**src/rtl/serl_regs.svh**
```systemverilog
// Frame layout, register map, status layout and default answer codes
// Assumes 16-bit frames, MSB first, five-bit register addresses
`ifndef SERL_REGS_SVH
`define SERL_REGS_SVH

// Frame fields
`define SERL_FRAME_BITS     16
`define SERL_CNT_W          5
`define SERL_CNT_FULL       5'h10
`define SERL_BIT_FIXED0     15
`define SERL_BIT_ACC        14
`define SERL_BIT_SEL        13
`define SERL_BIT_OFS        12
`define SERL_ACC_ZERO_HI    11
`define SERL_ACC_ZERO_LO    3
`define SERL_BIT_SGN        2
`define SERL_BIT_ARM        1
`define SERL_ADDR_HI        12
`define SERL_ADDR_LO        8
`define SERL_DATA_HI        7

// Register map
`define SERL_ADDR_W         5
`define SERL_ADDR_STATUS    5'h0e
`define SERL_ADDR_CONTROL   5'h10
`define SERL_WR_MASK        32'h0001_157f
`define SERL_RD_MASK        32'h0015_5f7f

// Status register bit positions
`define SERL_ST_INIT        0
`define SERL_ST_RESET       1
`define SERL_ST_INT         2
`define SERL_ST_MISO        3
`define SERL_ST_OFF         4
`define SERL_ST_MOVR        5

// Answer codes, arbitrary defaults
`define SERL_RSP_SPI_ERR    16'hc001
`define SERL_RSP_INV_ACC    16'hc002
`define SERL_RSP_MISO_ERR   16'hc003
`define SERL_RSP_INT_ERR    16'hc004
`define SERL_RSP_ST_ERR     16'hc005
`define SERL_RSP_INV_REG    16'hc006
`define SERL_RSP_ACC_BASE   16'h4000
`define SERL_RSP_RD_BASE    16'h8000
`define SERL_RSP_WR_BASE    16'h8100
`define SERL_S_NORMAL       2'h1
`define SERL_S_OVR          2'h2

`endif

```
**src/rtl/serl_pkg.sv**
```systemverilog
// Types shared by the frame shifter and the exception logic
// Assumes serl_regs.svh is on the include path
`include "serl_regs.svh"
package serl_pkg;
	typedef enum logic [1:0] {
		serl_lk_idle  = 2'b01,
		serl_lk_frame = 2'b10
	} serl_link_state_type;

	typedef struct packed {
		logic [`SERL_FRAME_BITS-1:0] word;
		logic                        frame_err;
		logic                        miso_err;
	} serl_frame_type;
endpackage

```
**src/rtl/serl_exception.sv**
```systemverilog
// Exception and answer logic for the 16-bit command/answer link
// Assumes register contents, data path and fault detectors sit outside
//
// Functional notes
// - Clock high at select edges: framing error
// - Not sixteen rising edges: framing error
// - Parity failure: SPI error
// - Acceleration frame needs bit15, bits3-11 zero
// - Register read needs bits 0-7 zero
// - SPI error: error answer, no arming
// - MISO readback mismatch sets sticky flag
// - Readback fault drops acceleration request
// - Readback fault still performs register write
// - Readback fault drops read, status kept
// - Readback flag holds until status read
// - Bad axis/config: invalid acceleration, one frame
// - Writes to unwritable addresses are refused
// - Lock refuses writes except control register
// - Reads of unreadable addresses are refused
// - Init/reset flags: error answer, pcm off
// - CRC, self-test, logic faults set internal flag
// - CRC fault answer; locked array CRC sticky
// - Shadow-array CRC fault never clears
// - Self-test fault answer, clears on status read
// - Over-range marks status 10, one extra
// - After reset: SPI error, then invalid acceleration
// - Command frames use odd parity
// - Fixed priority picks the answer
`include "serl_regs.svh"
module serl_exception #(
	parameter logic [15:0] RSP_SPI_ERR  = `SERL_RSP_SPI_ERR,
	parameter logic [15:0] RSP_INV_ACC  = `SERL_RSP_INV_ACC,
	parameter logic [15:0] RSP_MISO_ERR = `SERL_RSP_MISO_ERR,
	parameter logic [15:0] RSP_INT_ERR  = `SERL_RSP_INT_ERR,
	parameter logic [15:0] RSP_ST_ERR   = `SERL_RSP_ST_ERR,
	parameter logic [15:0] RSP_INV_REG  = `SERL_RSP_INV_REG,
	parameter logic [15:0] RSP_ACC_BASE = `SERL_RSP_ACC_BASE,
	parameter logic [15:0] RSP_RD_BASE  = `SERL_RSP_RD_BASE,
	parameter logic [15:0] RSP_WR_BASE  = `SERL_RSP_WR_BASE
) (
	// Clock and reset
	input  wire logic        ref_clk_i,
	input  wire logic        resetn_i,
	// Link pins
	input  wire logic        sclk_i,
	input  wire logic        cs_n_i,
	input  wire logic        mosi_i,
	input  wire logic        miso_fb_i,
	output logic             miso_o,
	output logic             miso_oe_o,
	// Configuration
	input  wire logic        config_lock_i,
	input  wire logic        cfg_signed_i,
	input  wire logic        cfg_arm_i,
	// Data and fault sources
	input  wire logic [9:0]  accel_data_i,
	input  wire logic        init_busy_i,
	input  wire logic        otp_crc_fail_i,
	input  wire logic        wr_crc_fail_i,
	input  wire logic        self_test_fail_i,
	input  wire logic        logic_fault_i,
	input  wire logic        offset_ovr_i,
	input  wire logic        mod_ovr_i,
	// Register access
	output logic             reg_wr_o,
	output logic             reg_rd_o,
	output logic [4:0]       reg_addr_o,
	output logic [7:0]       reg_wdata_o,
	input  wire logic [7:0]  reg_rdata_i,
	// Effects and status
	output logic             arm_update_o,
	output logic             pcm_enable_o,
	output logic [7:0]       device_status_o
);
	logic                     done;
	serl_pkg::serl_frame_type fr;
	logic [15:0]              w;
	logic [`SERL_ADDR_W-1:0]  addr;
	logic                     acc, rd, wr;
	logic                     parity_err, acc_fmt_err, rd_fmt_err, spi_err;
	logic                     cfg_mis, inv_acc, inv_reg, ovr_now, stat_rd;
	logic [7:0]               status, rd_data;

	logic [15:0] resp_r, resp_nxt;
	logic        wr_r, wr_nxt, rd_r, rd_nxt, arm_r, arm_nxt, pcm_r, pcm_nxt;
	logic [4:0]  addr_r, addr_nxt;
	logic [7:0]  wdata_r, wdata_nxt;
	logic        init_r, init_nxt, rst_r, rst_nxt, miso_f_r, miso_f_nxt;
	logic        otp_r, otp_nxt, wrcrc_r, wrcrc_nxt, st_r, st_nxt;
	logic        lgc_r, lgc_nxt, off_r, off_nxt, movr_r, movr_nxt;
	logic        tail_r, tail_nxt;

	function automatic logic addr_ok(input logic [31:0] mask, input logic [4:0] a);
		addr_ok = mask[a];
	endfunction

	serl_frame_shift u_shift (
		.ref_clk_i (ref_clk_i),
		.resetn_i  (resetn_i),
		.sclk_i    (sclk_i),
		.cs_n_i    (cs_n_i),
		.mosi_i    (mosi_i),
		.miso_fb_i (miso_fb_i),
		.miso_o    (miso_o),
		.miso_oe_o (miso_oe_o),
		.tx_word_i (resp_r),
		.done_o    (done),
		.frame_o   (fr)
	);

	assign w    = fr.word;
	assign addr = w[`SERL_ADDR_HI:`SERL_ADDR_LO];
	assign acc  = w[`SERL_BIT_ACC];
	assign rd   = ~acc & ~w[`SERL_BIT_SEL];
	assign wr   = ~acc & w[`SERL_BIT_SEL];

	assign parity_err  = ~(^w);
	assign acc_fmt_err = acc & (w[`SERL_BIT_FIXED0] | (|w[`SERL_ACC_ZERO_HI:`SERL_ACC_ZERO_LO]));
	assign rd_fmt_err  = rd & (|w[`SERL_DATA_HI:0]);
	assign spi_err     = fr.frame_err | parity_err | acc_fmt_err | rd_fmt_err;

	assign cfg_mis = (w[`SERL_BIT_SGN] != cfg_signed_i) | (w[`SERL_BIT_ARM] != cfg_arm_i);
	assign inv_acc = acc & (w[`SERL_BIT_SEL] | cfg_mis);
	assign inv_reg = (wr & (~addr_ok(`SERL_WR_MASK, addr)
		| (config_lock_i & (addr != `SERL_ADDR_CONTROL))))
		| (rd & ~addr_ok(`SERL_RD_MASK, addr));

	assign ovr_now = offset_ovr_i | mod_ovr_i;
	assign stat_rd = rd_r & (addr_r == `SERL_ADDR_STATUS);

	always_comb begin
		status                = 8'h00;
		status[`SERL_ST_INIT]  = init_r;
		status[`SERL_ST_RESET] = rst_r;
		status[`SERL_ST_INT]   = otp_r | wrcrc_r | st_r | lgc_r;
		status[`SERL_ST_MISO]  = miso_f_r;
		status[`SERL_ST_OFF]   = off_r;
		status[`SERL_ST_MOVR]  = movr_r;
		rd_data = (addr_r == `SERL_ADDR_STATUS) ? status : reg_rdata_i;
	end

	// Answer selection and register effects
	always_comb begin
		resp_nxt  = resp_r;
		wr_nxt    = 1'b0;
		rd_nxt    = 1'b0;
		arm_nxt   = 1'b0;
		addr_nxt  = addr_r;
		wdata_nxt = wdata_r;
		tail_nxt  = tail_r;
		// pcm off while init or reset flag
		pcm_nxt   = ~(init_r | rst_r);
		if (done) begin
			addr_nxt  = addr;
			wdata_nxt = w[`SERL_DATA_HI:0];
			if (spi_err) begin
				resp_nxt = RSP_SPI_ERR;
			end else if (fr.miso_err) begin
				resp_nxt = RSP_MISO_ERR;
				wr_nxt   = wr & ~inv_reg;
			end else if (acc) begin
				if (inv_acc)
					resp_nxt = RSP_INV_ACC;
				else if (init_r)
					resp_nxt = RSP_INT_ERR;
				else if (rst_r)
					resp_nxt = RSP_INV_ACC;
				else if (otp_r | wrcrc_r)
					resp_nxt = RSP_INT_ERR;
				else if (st_r)
					resp_nxt = RSP_ST_ERR;
				else if (lgc_r)
					resp_nxt = RSP_INT_ERR;
				else begin
					resp_nxt = RSP_ACC_BASE | {4'h0,
						(ovr_now | tail_r) ? `SERL_S_OVR : `SERL_S_NORMAL, accel_data_i};
					tail_nxt = ovr_now;
					arm_nxt  = 1'b1;
				end
			end else if (inv_reg) begin
				resp_nxt = RSP_INV_REG;
			end else if (wr) begin
				resp_nxt = RSP_WR_BASE | {8'h00, w[`SERL_DATA_HI:0]};
				wr_nxt   = 1'b1;
			end else begin
				resp_nxt = RSP_RD_BASE;
				rd_nxt   = 1'b1;
			end
		end
		if (rd_r)
			resp_nxt = RSP_RD_BASE | {8'h00, rd_data};
	end

	// Sticky flags except init, which follows init_busy_i; a set beats a same-cycle clear
	always_comb begin
		init_nxt   = init_busy_i;
		// reset flag cleared by status read
		rst_nxt    = rst_r & ~stat_rd;
		miso_f_nxt = (miso_f_r & ~stat_rd) | (done & fr.miso_err);
		otp_nxt    = otp_r | otp_crc_fail_i;
		// locked array CRC survives status read
		wrcrc_nxt  = (wrcrc_r & ~(stat_rd & ~config_lock_i)) | wr_crc_fail_i;
		st_nxt     = (st_r & ~stat_rd) | self_test_fail_i;
		lgc_nxt    = (lgc_r & ~stat_rd) | logic_fault_i;
		off_nxt    = (off_r & ~stat_rd) | offset_ovr_i;
		movr_nxt   = (movr_r & ~stat_rd) | mod_ovr_i;
	end

	always_ff @(posedge ref_clk_i or negedge resetn_i) begin
		if (!resetn_i) begin
			resp_r   <= RSP_SPI_ERR;
			wr_r     <= 1'b0;
			rd_r     <= 1'b0;
			arm_r    <= 1'b0;
			pcm_r    <= 1'b0;
			addr_r   <= '0;
			wdata_r  <= '0;
			tail_r   <= 1'b0;
			init_r   <= 1'b1;
			rst_r    <= 1'b1;
			miso_f_r <= 1'b0;
			otp_r    <= 1'b0;
			wrcrc_r  <= 1'b0;
			st_r     <= 1'b0;
			lgc_r    <= 1'b0;
			off_r    <= 1'b0;
			movr_r   <= 1'b0;
		end else begin
			resp_r   <= resp_nxt;
			wr_r     <= wr_nxt;
			rd_r     <= rd_nxt;
			arm_r    <= arm_nxt;
			pcm_r    <= pcm_nxt;
			addr_r   <= addr_nxt;
			wdata_r  <= wdata_nxt;
			tail_r   <= tail_nxt;
			init_r   <= init_nxt;
			rst_r    <= rst_nxt;
			miso_f_r <= miso_f_nxt;
			otp_r    <= otp_nxt;
			wrcrc_r  <= wrcrc_nxt;
			st_r     <= st_nxt;
			lgc_r    <= lgc_nxt;
			off_r    <= off_nxt;
			movr_r   <= movr_nxt;
		end
	end

	assign reg_wr_o        = wr_r;
	assign reg_rd_o        = rd_r;
	assign reg_addr_o      = addr_r;
	assign reg_wdata_o     = wdata_r;
	assign arm_update_o    = arm_r;
	assign pcm_enable_o    = pcm_r;
	assign device_status_o = status;
endmodule

```
**src/rtl/serl_frame_shift.sv**
```systemverilog
// Serial frame shifter: synchronises the link pins, shifts one frame in and out
// Assumes SCLK idles low and is far slower than ref_clk_i
`include "serl_regs.svh"
module serl_frame_shift (
	// Clock and reset
	input  wire logic                        ref_clk_i,
	input  wire logic                        resetn_i,
	// Link pins
	input  wire logic                        sclk_i,
	input  wire logic                        cs_n_i,
	input  wire logic                        mosi_i,
	input  wire logic                        miso_fb_i,
	output logic                             miso_o,
	output logic                             miso_oe_o,
	// Frame side
	input  wire logic [`SERL_FRAME_BITS-1:0] tx_word_i,
	output logic                             done_o,
	output serl_pkg::serl_frame_type         frame_o
);
	logic [2:0]                  sclk_s;
	logic [2:0]                  cs_s;
	logic [1:0]                  mosi_s;
	logic [1:0]                  fb_s;
	serl_pkg::serl_link_state_type st_r, st_nxt;
	logic [`SERL_CNT_W-1:0]      cnt_r, cnt_nxt;
	logic [`SERL_FRAME_BITS-1:0] rx_r, rx_nxt;
	logic [`SERL_FRAME_BITS-1:0] tx_r, tx_nxt;
	logic                        err_r, err_nxt;
	logic                        mis_r, mis_nxt;
	logic                        miso_r, miso_nxt;
	logic                        oe_r, oe_nxt;
	logic                        done_r, done_nxt;
	serl_pkg::serl_frame_type    frame_r, frame_nxt;
	logic                        sclk_rise, sclk_fall, cs_assert, cs_release;

	// Two-stage synchronisers, third stage only for edge finding
	always_ff @(posedge ref_clk_i or negedge resetn_i) begin
		if (!resetn_i) begin
			sclk_s <= 3'h0;
			cs_s   <= 3'h7;
			mosi_s <= 2'h0;
			fb_s   <= 2'h0;
		end else begin
			sclk_s <= {sclk_s[1:0], sclk_i};
			cs_s   <= {cs_s[1:0], cs_n_i};
			mosi_s <= {mosi_s[0], mosi_i};
			fb_s   <= {fb_s[0], miso_fb_i};
		end
	end

	assign sclk_rise  = sclk_s[1] & ~sclk_s[2];
	assign sclk_fall  = ~sclk_s[1] & sclk_s[2];
	assign cs_assert  = ~cs_s[1] & cs_s[2];
	assign cs_release = cs_s[1] & ~cs_s[2];

	always_comb begin
		st_nxt    = st_r;
		cnt_nxt   = cnt_r;
		rx_nxt    = rx_r;
		tx_nxt    = tx_r;
		err_nxt   = err_r;
		mis_nxt   = mis_r;
		miso_nxt  = miso_r;
		oe_nxt    = oe_r;
		done_nxt  = 1'b0;
		frame_nxt = frame_r;
		case (st_r)
			serl_pkg::serl_lk_idle: begin
				if (cs_assert) begin
					st_nxt   = serl_pkg::serl_lk_frame;
					cnt_nxt  = '0;
					err_nxt  = sclk_s[1];
					mis_nxt  = 1'b0;
					tx_nxt   = tx_word_i;
					miso_nxt = tx_word_i[`SERL_FRAME_BITS-1];
					oe_nxt   = 1'b1;
				end
			end
			serl_pkg::serl_lk_frame: begin
				if (sclk_rise) begin
					rx_nxt = {rx_r[`SERL_FRAME_BITS-2:0], mosi_s[1]};
					if (cnt_r != '1)
						cnt_nxt = cnt_r + 1'b1;
					if (fb_s[1] != miso_r)
						mis_nxt = 1'b1;
				end
				// A fall before the first rise keeps the first bit
				if (sclk_fall && cnt_r != '0) begin
					tx_nxt   = {tx_r[`SERL_FRAME_BITS-2:0], 1'b0};
					miso_nxt = tx_r[`SERL_FRAME_BITS-2];
				end
				if (cs_release) begin
					st_nxt             = serl_pkg::serl_lk_idle;
					oe_nxt             = 1'b0;
					miso_nxt           = 1'b0;
					done_nxt           = 1'b1;
					frame_nxt.word     = rx_nxt;
					frame_nxt.frame_err = err_r | sclk_s[1] | (cnt_nxt != `SERL_CNT_FULL);
					frame_nxt.miso_err  = mis_nxt;
				end
			end
			default: begin
				st_nxt = serl_pkg::serl_lk_idle;
				oe_nxt = 1'b0;
			end
		endcase
	end

	always_ff @(posedge ref_clk_i or negedge resetn_i) begin
		if (!resetn_i) begin
			st_r    <= serl_pkg::serl_lk_idle;
			cnt_r   <= '0;
			rx_r    <= '0;
			tx_r    <= '0;
			err_r   <= 1'b0;
			mis_r   <= 1'b0;
			miso_r  <= 1'b0;
			oe_r    <= 1'b0;
			done_r  <= 1'b0;
			frame_r <= '0;
		end else begin
			st_r    <= st_nxt;
			cnt_r   <= cnt_nxt;
			rx_r    <= rx_nxt;
			tx_r    <= tx_nxt;
			err_r   <= err_nxt;
			mis_r   <= mis_nxt;
			miso_r  <= miso_nxt;
			oe_r    <= oe_nxt;
			done_r  <= done_nxt;
			frame_r <= frame_nxt;
		end
	end

	assign miso_o    = miso_r;
	assign miso_oe_o = oe_r;
	assign done_o    = done_r;
	assign frame_o   = frame_r;
endmodule

```
**config.mk**
```make
export PLATFORM = sky130hd
export DESIGN_NAME = serl_exception
export DESIGN_NICKNAME = d
export VERILOG_FILES = /design/src/rtl/serl_pkg.sv /design/src/rtl/serl_exception.sv /design/src/rtl/serl_frame_shift.sv
export VERILOG_INCLUDE_DIRS = /design/src /design/src/rtl
export SDC_FILE = /design/constraint.sdc
export NUM_CORES = 1
export LEC_CHECK = 0
export BUFFER_PORTS_ARGS = -buffer_cell sky130_fd_sc_hd__buf_4
export CAP_MARGIN = 15
export CORE_AREA = 2 2 118 91
export CTS_BUF_LIST = sky130_fd_sc_hd__clkbuf_2 sky130_fd_sc_hd__clkbuf_4 sky130_fd_sc_hd__clkbuf_8
export DETAILED_ROUTE_END_ITERATION = 6
export DIE_AREA = 0 0 120 93
export PLACE_DENSITY = 0.85
export SKIP_CTS_REPAIR_TIMING = 1
export SYNTH_ARGS = -nofsm -noshare
export SYNTH_HDL_FRONTEND = slang
export SYNTH_SLANG_ARGS = --single-unit
```
**constraint.sdc**
```tcl
create_clock -name ref_clk_i -period 2.35 [get_ports ref_clk_i]
set_input_delay 0.47 -clock ref_clk_i [delete_from_list [all_inputs] [get_ports ref_clk_i]]
set_output_delay 0.47 -clock ref_clk_i [all_outputs]
set_load 0.02 [all_outputs]
```
==> results.sh, run 1 <==
export IMPL_dp_hpwl_um=8670
export IMPL_top_layer_used="met4"
export IMPL_crit_fanout=12
export IMPL_tightest_slew_ns=0.669
export IMPL_synth_distinct_cells=64
export IMPL_worstSetupStartpointType="register"
export IMPL_slew_headroom_pct=55.3
export IMPL_synth_edf_count=0
export IMPL_synth_top_flop_cell="dfrtp_1"
export IMPL_required_ns=2.63
export IMPL_syn2layout_area_growth_pct=17.0
export IMPL_wl_um=11800
export IMPL_fp_dieArea_sq_mm=0.0112
export IMPL_hold_violations=0
export IMPL_diodes=0
export IMPL_fmax_mhz=453
export IMPL_hold_class="in -> async"
export IMPL_fp_dieW_um=120
export IMPL_ys_top_cells_by_area="dfrtp_1, mux2_2, dfstp_2"
export IMPL_io_pins=61
export IMPL_power_density_mw_per_mm2=771
export IMPL_netSwitchingPower_w=0.00149
export IMPL_async_flop_share_pct=100
export IMPL_grt_pass1_vias=3867
export IMPL_setup_viol=0
export IMPL_worstPathArrival_ns=2.49
export IMPL_overflow=0
export IMPL_internal_power_w=0.00339
export IMPL_cts_root_buffer="clkbuf_8"
export IMPL_synthTopCellsByCount="dfrtp_1, mux2_2, nand2_1"
export IMPL_final_util_pct=63.0
export IMPL_syn_cell_area_sq_mm=0.00542
export IMPL_grt_max_degree=44
export IMPL_met1Wirelength_um=5130
export IMPL_drc_errors=0
export IMPL_grt_pass1_wl_um=19400
export IMPL_yosys_area_top_type="dfrtp_1"
export IMPL_wl_per_cell_um=17.4
export IMPL_synth_warnings=0
export IMPL_cts_tree="built"
export IMPL_cts_max_path_buffers=2
export IMPL_power_leakage_nw=2.96
export IMPL_final_nets=586
export IMPL_comb_power_share_pct=26.8
export IMPL_synth_most_common_cell="dfrtp_1"
export IMPL_period_minus_slack_ns=2.21
export IMPL_synth_seq_cells=111
export IMPL_first_pass_iters=5
export IMPL_cp_end_kind="register"
export IMPL_start_util_pct=53.9
export IMPL_pwr_share_seq_pct=48.2
export IMPL_drt_iter0_drc=277
export IMPL_skew_ns=0.0149
export IMPL_gp_congestion=0.855
export IMPL_cts_max_level=3
export IMPL_crit_type="reg -> reg"
export IMPL_cts_sinks=111
export IMPL_pre_cts_slack_ns=0.0446
export IMPL_ant_nets=0
export IMPL_swShare_pct=30.6
export IMPL_io_buffers=58
export IMPL_drive_gt1_share_pct=33.4
export IMPL_clk_pin_slew_ns=0.11
export IMPL_finalCritPeriodShare_pct=94.0
export IMPL_core_area_sq_mm=0.0100
export IMPL_syn_inst=471
export IMPL_dr_wl_met3_um=954
export IMPL_die_h_um=93
export IMPL_syn_area_per_cell_sq_um=11.5
export IMPL_antenna_found_initial=0
export IMPL_maxCapViolCount=0
export IMPL_rows=32
export IMPL_ys_seq_area_share_pct=51.5
export IMPL_final_setup_tns_ns=0
export IMPL_rsz0062_at_grt="no"
export IMPL_vias=3959
export IMPL_grtUsageTotal_pct=22.5
export IMPL_clkPwrFrac_pct=25.0
export IMPL_fin_ws_ns=0.141
export IMPL_viasPerCell=5.81
export IMPL_max_vdd_ir_drop_mv=0.345
export IMPL_insertion_delay_ns=0.40
export IMPL_synth_top_area_share_pct=47.1
export IMPL_numCtsBuffers=9
export IMPL_status="finished clean"
export IMPL_wl_met2_um=5530
export IMPL_maxSlewViolCount=0
## power by group through the flow
stage | clock network, W | logic, W | registers [W]
after detailed placement | 0 | 0.00127 | 0.00238
after CTS | 0.00124 | 0.00127 | 0.00235
after floorplan | 0 | 0.000833 | 0.00235
after global placement | 0 | 0.00121 | 0.00237
final | 0.00122 | 0.00131 | 0.00235
after global routing | 0.00132 | 0.00143 | 0.00238
## through the flow
step                std cells  total power, W  hold WS, ns  cell area (sq um)
floorplan                 472         0.00318        0.174               5420
global placement          664         0.00358        0.333               6090
detailed placement        664         0.00365        0.339               6090
CTS                       680         0.00486       0.0505               6310
global route              681         0.00513       0.0667               6330
finish                    681         0.00488       0.0471               6330
## metal layers
metal | up-vias | track usage [%]
met5 | - | 0
li1 | 1822 | -
met3 | 25 | 7.26
met4 | 0 | 6.18
met2 | 140 | 35.7
met1 | 1972 | 29.9
## kinds of logic (layout without fill, tap and decap cells)
family	Yosys count	in the layout	share of synthesized area, %
flops	111	111	51.5
compound gates	103	103	13.4
simple gates	99	100	9.59
mux	75	75	15.2
buf+inv	59	131	5.22
fa+ha+maj	12	12	2.77
xor+xnor	11	11	2.20
other cells	1	2	0.0692
## flip-flops by register name (all words and copies together) (netlist names), 2 cells and up
name and count:
reg_addr_o 5, u_shift.sclk_s 3, u_shift.rx_r 16, resp_r 14
u_shift.mosi_s 2, u_shift.cs_s 3, u_shift.fb_s 2, reg_wdata_o 8
u_shift.cnt_r 5, u_shift.tx_r 15, u_shift.frame_o 18
## worst max-delay path, stage by stage, from the launching register on
cell,delay (ns)
dfrtp_1,0.46
inv_1,0.12
ha_1,0.15
or4b_2,0.58
nand3b_1,0.14
a21o_1,0.18
buf_12,0.15
mux2_2,0.33
## final timing paths
kind	depth (start not counted)	start	slack (ns)	endpoint
worst max register to register	7	u_shift.cnt_r[0]	0.14	u_shift.tx_r[7]
worst min register to register	0	u_shift.sclk_s[0]	0.36	u_shift.sclk_s[1]
worst min-delay path	1	resetn_i	0.05	u_shift.tx_r[5]
worst max-delay path	7	u_shift.cnt_r[0]	0.14	u_shift.tx_r[7]
min in group ref_clk_i	1	cs_n_i	0.17	u_shift.cs_s[0]
max in group asynchronous	2	resetn_i	1.59	init_r
## cell usage in the layout (no fill, tap or decap), drive strengths merged, types with 4 or more instances in the layout
master	count
a21o	8
a21oi	18
a221o	4
a22o	13
a32o	4
buf	87
clkbuf	11
dfrtp	102
dfstp	9
ha	12
inv	29
mux2	58
mux2i	17
nand2	33
nand2b	5
nand3	5
nand3b	4
nor2	18
nor2b	4
nor3	5
nor3b	6
o21ai	29
xnor2	10
## cell type report
cell class,instances,area (sq um)
clock buffer,11,151
fill,753,3710
timing repair buffer,87,678
sequential,111,2790
tap,136,170
multi-input combinational,303,2380
inverter,28,105
clock inverter,5,63.8
(Power assumes the default switching activity.)
==> run 2: changes to the inputs <==
ABC_AREA = 1   (was not set)
CORE_AREA = 2 2 118 92   (was 2 2 118 91)
DIE_AREA = 0 0 120 94   (was 0 0 120 93)
PLACE_DENSITY = 0.84   (was 0.85)
==> run 2 against run 1 <==
Maximum frequency is 5.2% higher. Total power is 51% higher. Final cell count increased by 26%. Critical path type unchanged. Largest power group unchanged. Highest routed layer unchanged.
==> results.sh, run 2 <==
export IMPL_status="finished clean"
export IMPL_finalCritPeriodShare_pct=89.3
export IMPL_crit_path_cell_trace="inv_1, ha_1, xnor2_1, nand2_1, nand2_1, inv_1, nand2_1, nand3_4, nor2_4, nand3_1, a21oi_1"
export IMPL_async_flop_share_pct=100
export IMPL_hold_violations=0
export IMPL_synth_most_common_cell="nand2_1"
export IMPL_synth_top_flop_cell="dfrtp_1"
export IMPL_final_util_pct=62.0
export IMPL_grt_max_degree=50
export IMPL_power_density_mw_per_mm2=1180
export IMPL_fp_dieArea_sq_mm=0.0113
export IMPL_cts_max_level=3
export IMPL_synthTopCellsByCount="nand2_1, dfrtp_1, o21ai_0"
export IMPL_fmax_mhz=476
export IMPL_hold_class="in -> async"
export IMPL_drt_iter0_drc=426
export IMPL_rr_worst_depth=11
export IMPL_cts_sinks=111
export IMPL_max_vdd_ir_drop_mv=0.463
export IMPL_synth_top_area_share_pct=47.0
export IMPL_path_delay_family="simple AND/OR/NAND/NOR gates"
export IMPL_first_pass_iters=5
export IMPL_cpMostUsedCell="nand2_1"
export IMPL_viasPerCell=5.27
export IMPL_crit_fanout=7
export IMPL_syn2layout_area_growth_pct=14.8
export IMPL_gp_congestion=0.884
export IMPL_insertion_delay_ns=0.37
export IMPL_syn_area_per_cell_sq_um=8.10
export IMPL_cts_root_buffer="clkbuf_8"
export IMPL_io_buffers=58
export IMPL_power_leakage_nw=3.07
export IMPL_synth_seq_cells=111
export IMPL_critPathBufInv=2
export IMPL_core_area_sq_mm=0.0100
export IMPL_required_ns=2.64
export IMPL_synth_distinct_cells=36
export IMPL_io_pins=61
export IMPL_synth_warnings=0
export IMPL_period_minus_slack_ns=2.10
export IMPL_synth_edf_count=0
export IMPL_ys_seq_area_share_pct=51.3
export IMPL_maxCapViolCount=0
export IMPL_yosys_area_top_type="dfrtp_1"
export IMPL_grt_pass1_wl_um=20900
export IMPL_slew_headroom_pct=54.4
export IMPL_wl_um=12200
export IMPL_final_setup_tns_ns=0
export IMPL_rrSetupSlack_ns=0.25
export IMPL_grt_pass1_vias=4331
export IMPL_drive_gt1_share_pct=16.2
export IMPL_final_nets=765
export IMPL_vias=4534
export IMPL_numCtsBuffers=9
export IMPL_layout_commonest_cell="nand2_1"
export IMPL_grtUsageTotal_pct=23.4
export IMPL_tightest_slew_ns=0.684
export IMPL_rsz0062_at_grt="no"
export IMPL_syn_cell_area_sq_mm=0.00543
export IMPL_cts_tree="built"
export IMPL_cpMaxStageDelayCell="dfrtp_1"
export IMPL_nFillCells=831
export IMPL_final_cell_mix="nand2_1, dfrtp_1, o21ai_0, buf_4, inv_1"
export IMPL_worstPathArrival_ns=2.39
export IMPL_maxSlewViolCount=0
export IMPL_diodes=0
export IMPL_overflow=0
export IMPL_antenna_found_initial=0
export IMPL_grtUsageMet2_pct=37.9
export IMPL_clk_pin_slew_ns=0.10
export IMPL_start_util_pct=54.1
export IMPL_largest_reg_flops=18
export IMPL_ys_top_cells_by_area="dfrtp_1, nand2_1, o21ai_0"
export IMPL_fp_dieW_um=120
export IMPL_cp_end_kind="register"
export IMPL_drc_errors=0
export IMPL_crit_type="reg -> reg"
export IMPL_cts_max_path_buffers=2
export IMPL_reg2reg_from="u_shift.frame_o[4]"
export IMPL_busiest_layer="met2"
export IMPL_met1_usage_pct=33.1
export IMPL_gr_usage_met3_pct=4.92
export IMPL_worstSetupStartpointType="register"
export IMPL_ant_nets=0
export IMPL_rr_endpoint="resp_r[7]"
export IMPL_skew_ns=0.00987
export IMPL_wl_per_cell_um=14.2
export IMPL_dp_hpwl_um=9250
export IMPL_rows=32
export IMPL_setup_viol=0
export IMPL_syn_inst=671
export IMPL_cp_slowest_stage_delay_ns=0.43
export IMPL_die_h_um=94
## run 2: cell types whose count changed after synthesis, sizes merged, moves of 9 or more
cell,previous run,this run
inv,28,77
nand2,33,176
nor2,18,65
nand4,1,10
nand3,5,28
a31oi,3,16
mux2,58,0
o21ai,29,91
a22o,13,0
mux2i,17,2
## run 2: cell families after synthesis
| kind of cell | share of synthesized area [%] |
|---|---|
| simple gates | 22.6 |
| compound gates | 13.4 |
| flops | 51.3 |
| buf+inv | 8.13 |
| fa+ha+maj | 2.76 |
| xor+xnor | 1.29 |
| mux | 0.369 |
| other cells | 0.0690 |
## run 2: metrics by stage
| step | worst slack [ns] | std cells | hold slack (ns) | instance area (sq um) | total power, W |
|---|---|---|---|---|---|
| floorplan | 0.578 | 672 | 0.174 | 5440 | 0.00515 |
| global placement | 0.390 | 844 | 0.331 | 5990 | 0.00585 |
| detailed placement | 0.296 | 844 | 0.336 | 5990 | 0.00601 |
| CTS | 0.253 | 860 | 0.132 | 6230 | 0.00740 |
| global route | 0.0512 | 860 | 0.156 | 6230 | 0.00802 |
| finish | 0.251 | 860 | 0.117 | 6230 | 0.00738 |
## run 2: layout make-up
class | count | area, sq um | share of cell area [%]
tap | 136 | 170 | 2.73
sequential | 111 | 2790 | 44.7
timing repair buffer | 67 | 528 | 8.47
multi-input combinational | 452 | 2210 | 35.4
clock buffer | 11 | 145 | 2.33
clock inverter | 5 | 104 | 1.67
inverter | 78 | 293 | 4.70
## run 2: report_power, final
group / internal [W] / switching [W] / total (W)
combinational: 0.00110 / 0.00186 / 0.00297
sequential: 0.00256 / 0.000475 / 0.00303
clock: 0.000752 / 0.000629 / 0.00138
## run 2: worst max path at each step
stage | start | to | slack [ns] | cells after the start
after floorplan | u_shift.st_r[0] | u_shift.tx_r[10] | 0.58 | 8
after global placement | u_shift.frame_o[4] | resp_r[7] | 0.39 | 11
after detailed placement | u_shift.frame_o[4] | resp_r[4] | 0.30 | 11
after CTS | u_shift.frame_o[4] | resp_r[4] | 0.25 | 11
after global routing | u_shift.frame_o[4] | resp_r[6] | 0.05 | 11
final | u_shift.frame_o[4] | resp_r[7] | 0.25 | 11
## run 2: per-layer routing
| metal | up-vias | wire length [um] |
|---|---|---|
| met5 | - | 0 |
| met4 | 0 | 153 |
| met3 | 14 | 765 |
| met1 | 2126 | 5750 |
| met2 | 143 | 5570 |
| li1 | 2251 | - |
==> run 3: changes to the inputs <==
ABC_AREA = not set   (was 1)
ABC_CLOCK_PERIOD_IN_PS = 2350   (was not set)
CORE_AREA = 2 2 120 93   (was 2 2 118 92)
CTS_BUF_LIST = not set   (was sky130_fd_sc_hd__clkbuf_2 sky130_fd_sc_hd__clkbuf_4 sky130_fd_sc_hd__clkbuf_8)
DIE_AREA = 0 0 122 95   (was 0 0 120 94)
PLACE_DENSITY = 0.82   (was 0.84)
==> run 3 against run 2 <==
First-iteration DRC count fell by 35%. Non-clock buffer count grew 18. Critical path depth fell by 4. Via count down 15%. Flip-flop and latch count unchanged. Largest power group unchanged. Highest routed layer unchanged.
==> results.sh, run 3 (same netlist as run 1, synthesis figures left out) <==
export IMPL_core_area_sq_mm=0.0105
export IMPL_maxSlewViolCount=0
export IMPL_vias=3868
export IMPL_ant_nets=0
export IMPL_hold_class="in -> async"
export IMPL_largest_reg_flops=18
export IMPL_die_h_um=95
export IMPL_io_buffers=58
export IMPL_critPathBufInv=1
export IMPL_wl_per_cell_um=17.2
export IMPL_tightest_slew_ns=0.773
export IMPL_fp_dieArea_sq_mm=0.0116
export IMPL_post_dp_cell_area_sq_mm=0.00609
export IMPL_crit_fanout=9
export IMPL_fmax_mhz=445
export IMPL_nFillCells=846
export IMPL_rrSetupSlack_ns=0.10
export IMPL_gp_congestion=0.866
export IMPL_diodes=0
export IMPL_io_pins=61
export IMPL_crit_path_cell_trace="inv_1, ha_1, nand2_1, a2111oi_1, o211a_1, o2111ai_1, a21oi_1"
export IMPL_status="finished clean"
export IMPL_drc_errors=0
export IMPL_reg2reg_from="u_shift.frame_o[10]"
export IMPL_fp_dieW_um=122
export IMPL_power_leakage_nw=2.99
export IMPL_final_nets=584
export IMPL_insertion_delay_ns=0.35
export IMPL_final_util_pct=60.7
export IMPL_worstSetupStartpointType="register"
export IMPL_syn2layout_area_growth_pct=18.1
export IMPL_skew_ns=0.00780
export IMPL_grt_pass1_wl_um=19100
export IMPL_numCtsBuffers=9
export IMPL_layout_commonest_cell="dfrtp_1"
export IMPL_rows=33
export IMPL_overflow=0
export IMPL_slew_headroom_pct=47.9
export IMPL_rr_endpoint="resp_r[8]"
export IMPL_final_cell_mix="dfrtp_1, buf_4, mux2_2, nand2_1, o21ai_0"
export IMPL_cts_max_path_buffers=2
export IMPL_clk_pin_slew_ns=0.07
export IMPL_grt_pass1_vias=3840
export IMPL_path_delay_family="compound AO/OA/AOI/OAI gates"
export IMPL_cts_sinks=111
export IMPL_cts_root_buffer="clkbuf_16"
export IMPL_cpMaxStageDelayCell="a2111oi_1"
export IMPL_setup_viol=0
export IMPL_hold_violations=0
export IMPL_viasPerCell=5.66
export IMPL_drive_gt1_share_pct=33.0
export IMPL_cp_end_kind="register"
export IMPL_power_density_mw_per_mm2=791
export IMPL_finalCritPeriodShare_pct=95.6
export IMPL_max_vdd_ir_drop_mv=0.421
export IMPL_grt_max_degree=39
export IMPL_crit_type="reg -> reg"
export IMPL_maxCapViolCount=0
export IMPL_required_ns=2.61
export IMPL_antenna_found_initial=0
export IMPL_rr_worst_depth=7
export IMPL_cts_max_level=3
export IMPL_period_minus_slack_ns=2.25
export IMPL_dp_hpwl_um=8660
export IMPL_wl_um=11700
export IMPL_grtUsageTotal_pct=21.5
export IMPL_cts_tree="built"
export IMPL_worstPathArrival_ns=2.51
export IMPL_start_util_pct=51.4
export IMPL_first_pass_iters=4
export IMPL_drt_iter0_drc=278
export IMPL_cp_slowest_stage_delay_ns=0.64
export IMPL_fin_area_sq_mm=0.00640
run 3: final cells by class:
class	count	area, sq um	area share (%)
flip-flops and latches	111	2790	43.6
clock buffers	10	229	3.58
well taps	140	175	2.74
clock inverters	6	45.0	0.704
multi-input cells	303	2380	37.2
inverters	28	105	1.64
repair buffers	85	676	10.6
run 3: per-stage QoR:
stage          worst slack (ns)  power, W  hold WS [ns]  TNS (ns)  cells
2_1_floorplan            0.0769   0.00318         0.174         0    472
3_3_place_gp             0.0888   0.00356         0.335         0    666
3_5_place_dp           -0.00151   0.00363         0.337  -0.00151    666
4_1_cts                 -0.0164   0.00505        0.0991   -0.0315    682
5_1_grt                 -0.0440   0.00533         0.121   -0.0615    683
6_report                  0.103   0.00506        0.0988         0    683
run 3: routing by layer:
metal / global-route usage [%] / wire [um] / share of wire, %
met4: 6.70 / 175 / 1.5
met1: 28.6 / 5190 / 44
met3: 7.13 / 881 / 7.5
met5: 0 / 0 / 0
met2: 33.7 / 5500 / 47
run 3: worst max-delay path by stage:
stage	endpoint	startpoint	depth (start not counted)
floorplan	resp_r[2]	u_shift.frame_o[10]	8
global placement	resp_r[4]	u_shift.frame_o[10]	7
detailed placement	resp_r[4]	u_shift.frame_o[10]	7
CTS	resp_r[4]	u_shift.frame_o[10]	7
global route	tail_r	u_shift.frame_o[4]	6
finish	resp_r[8]	u_shift.frame_o[10]	7
run 3: where the power goes:
| part | internal [W] | switching, W | leakage (nW) |
|---|---|---|---|
| registers | 0.00217 | 0.000179 | 1.44 |
| logic | 0.000642 | 0.000648 | 1.41 |
| clock network | 0.000727 | 0.000686 | 0.137 |
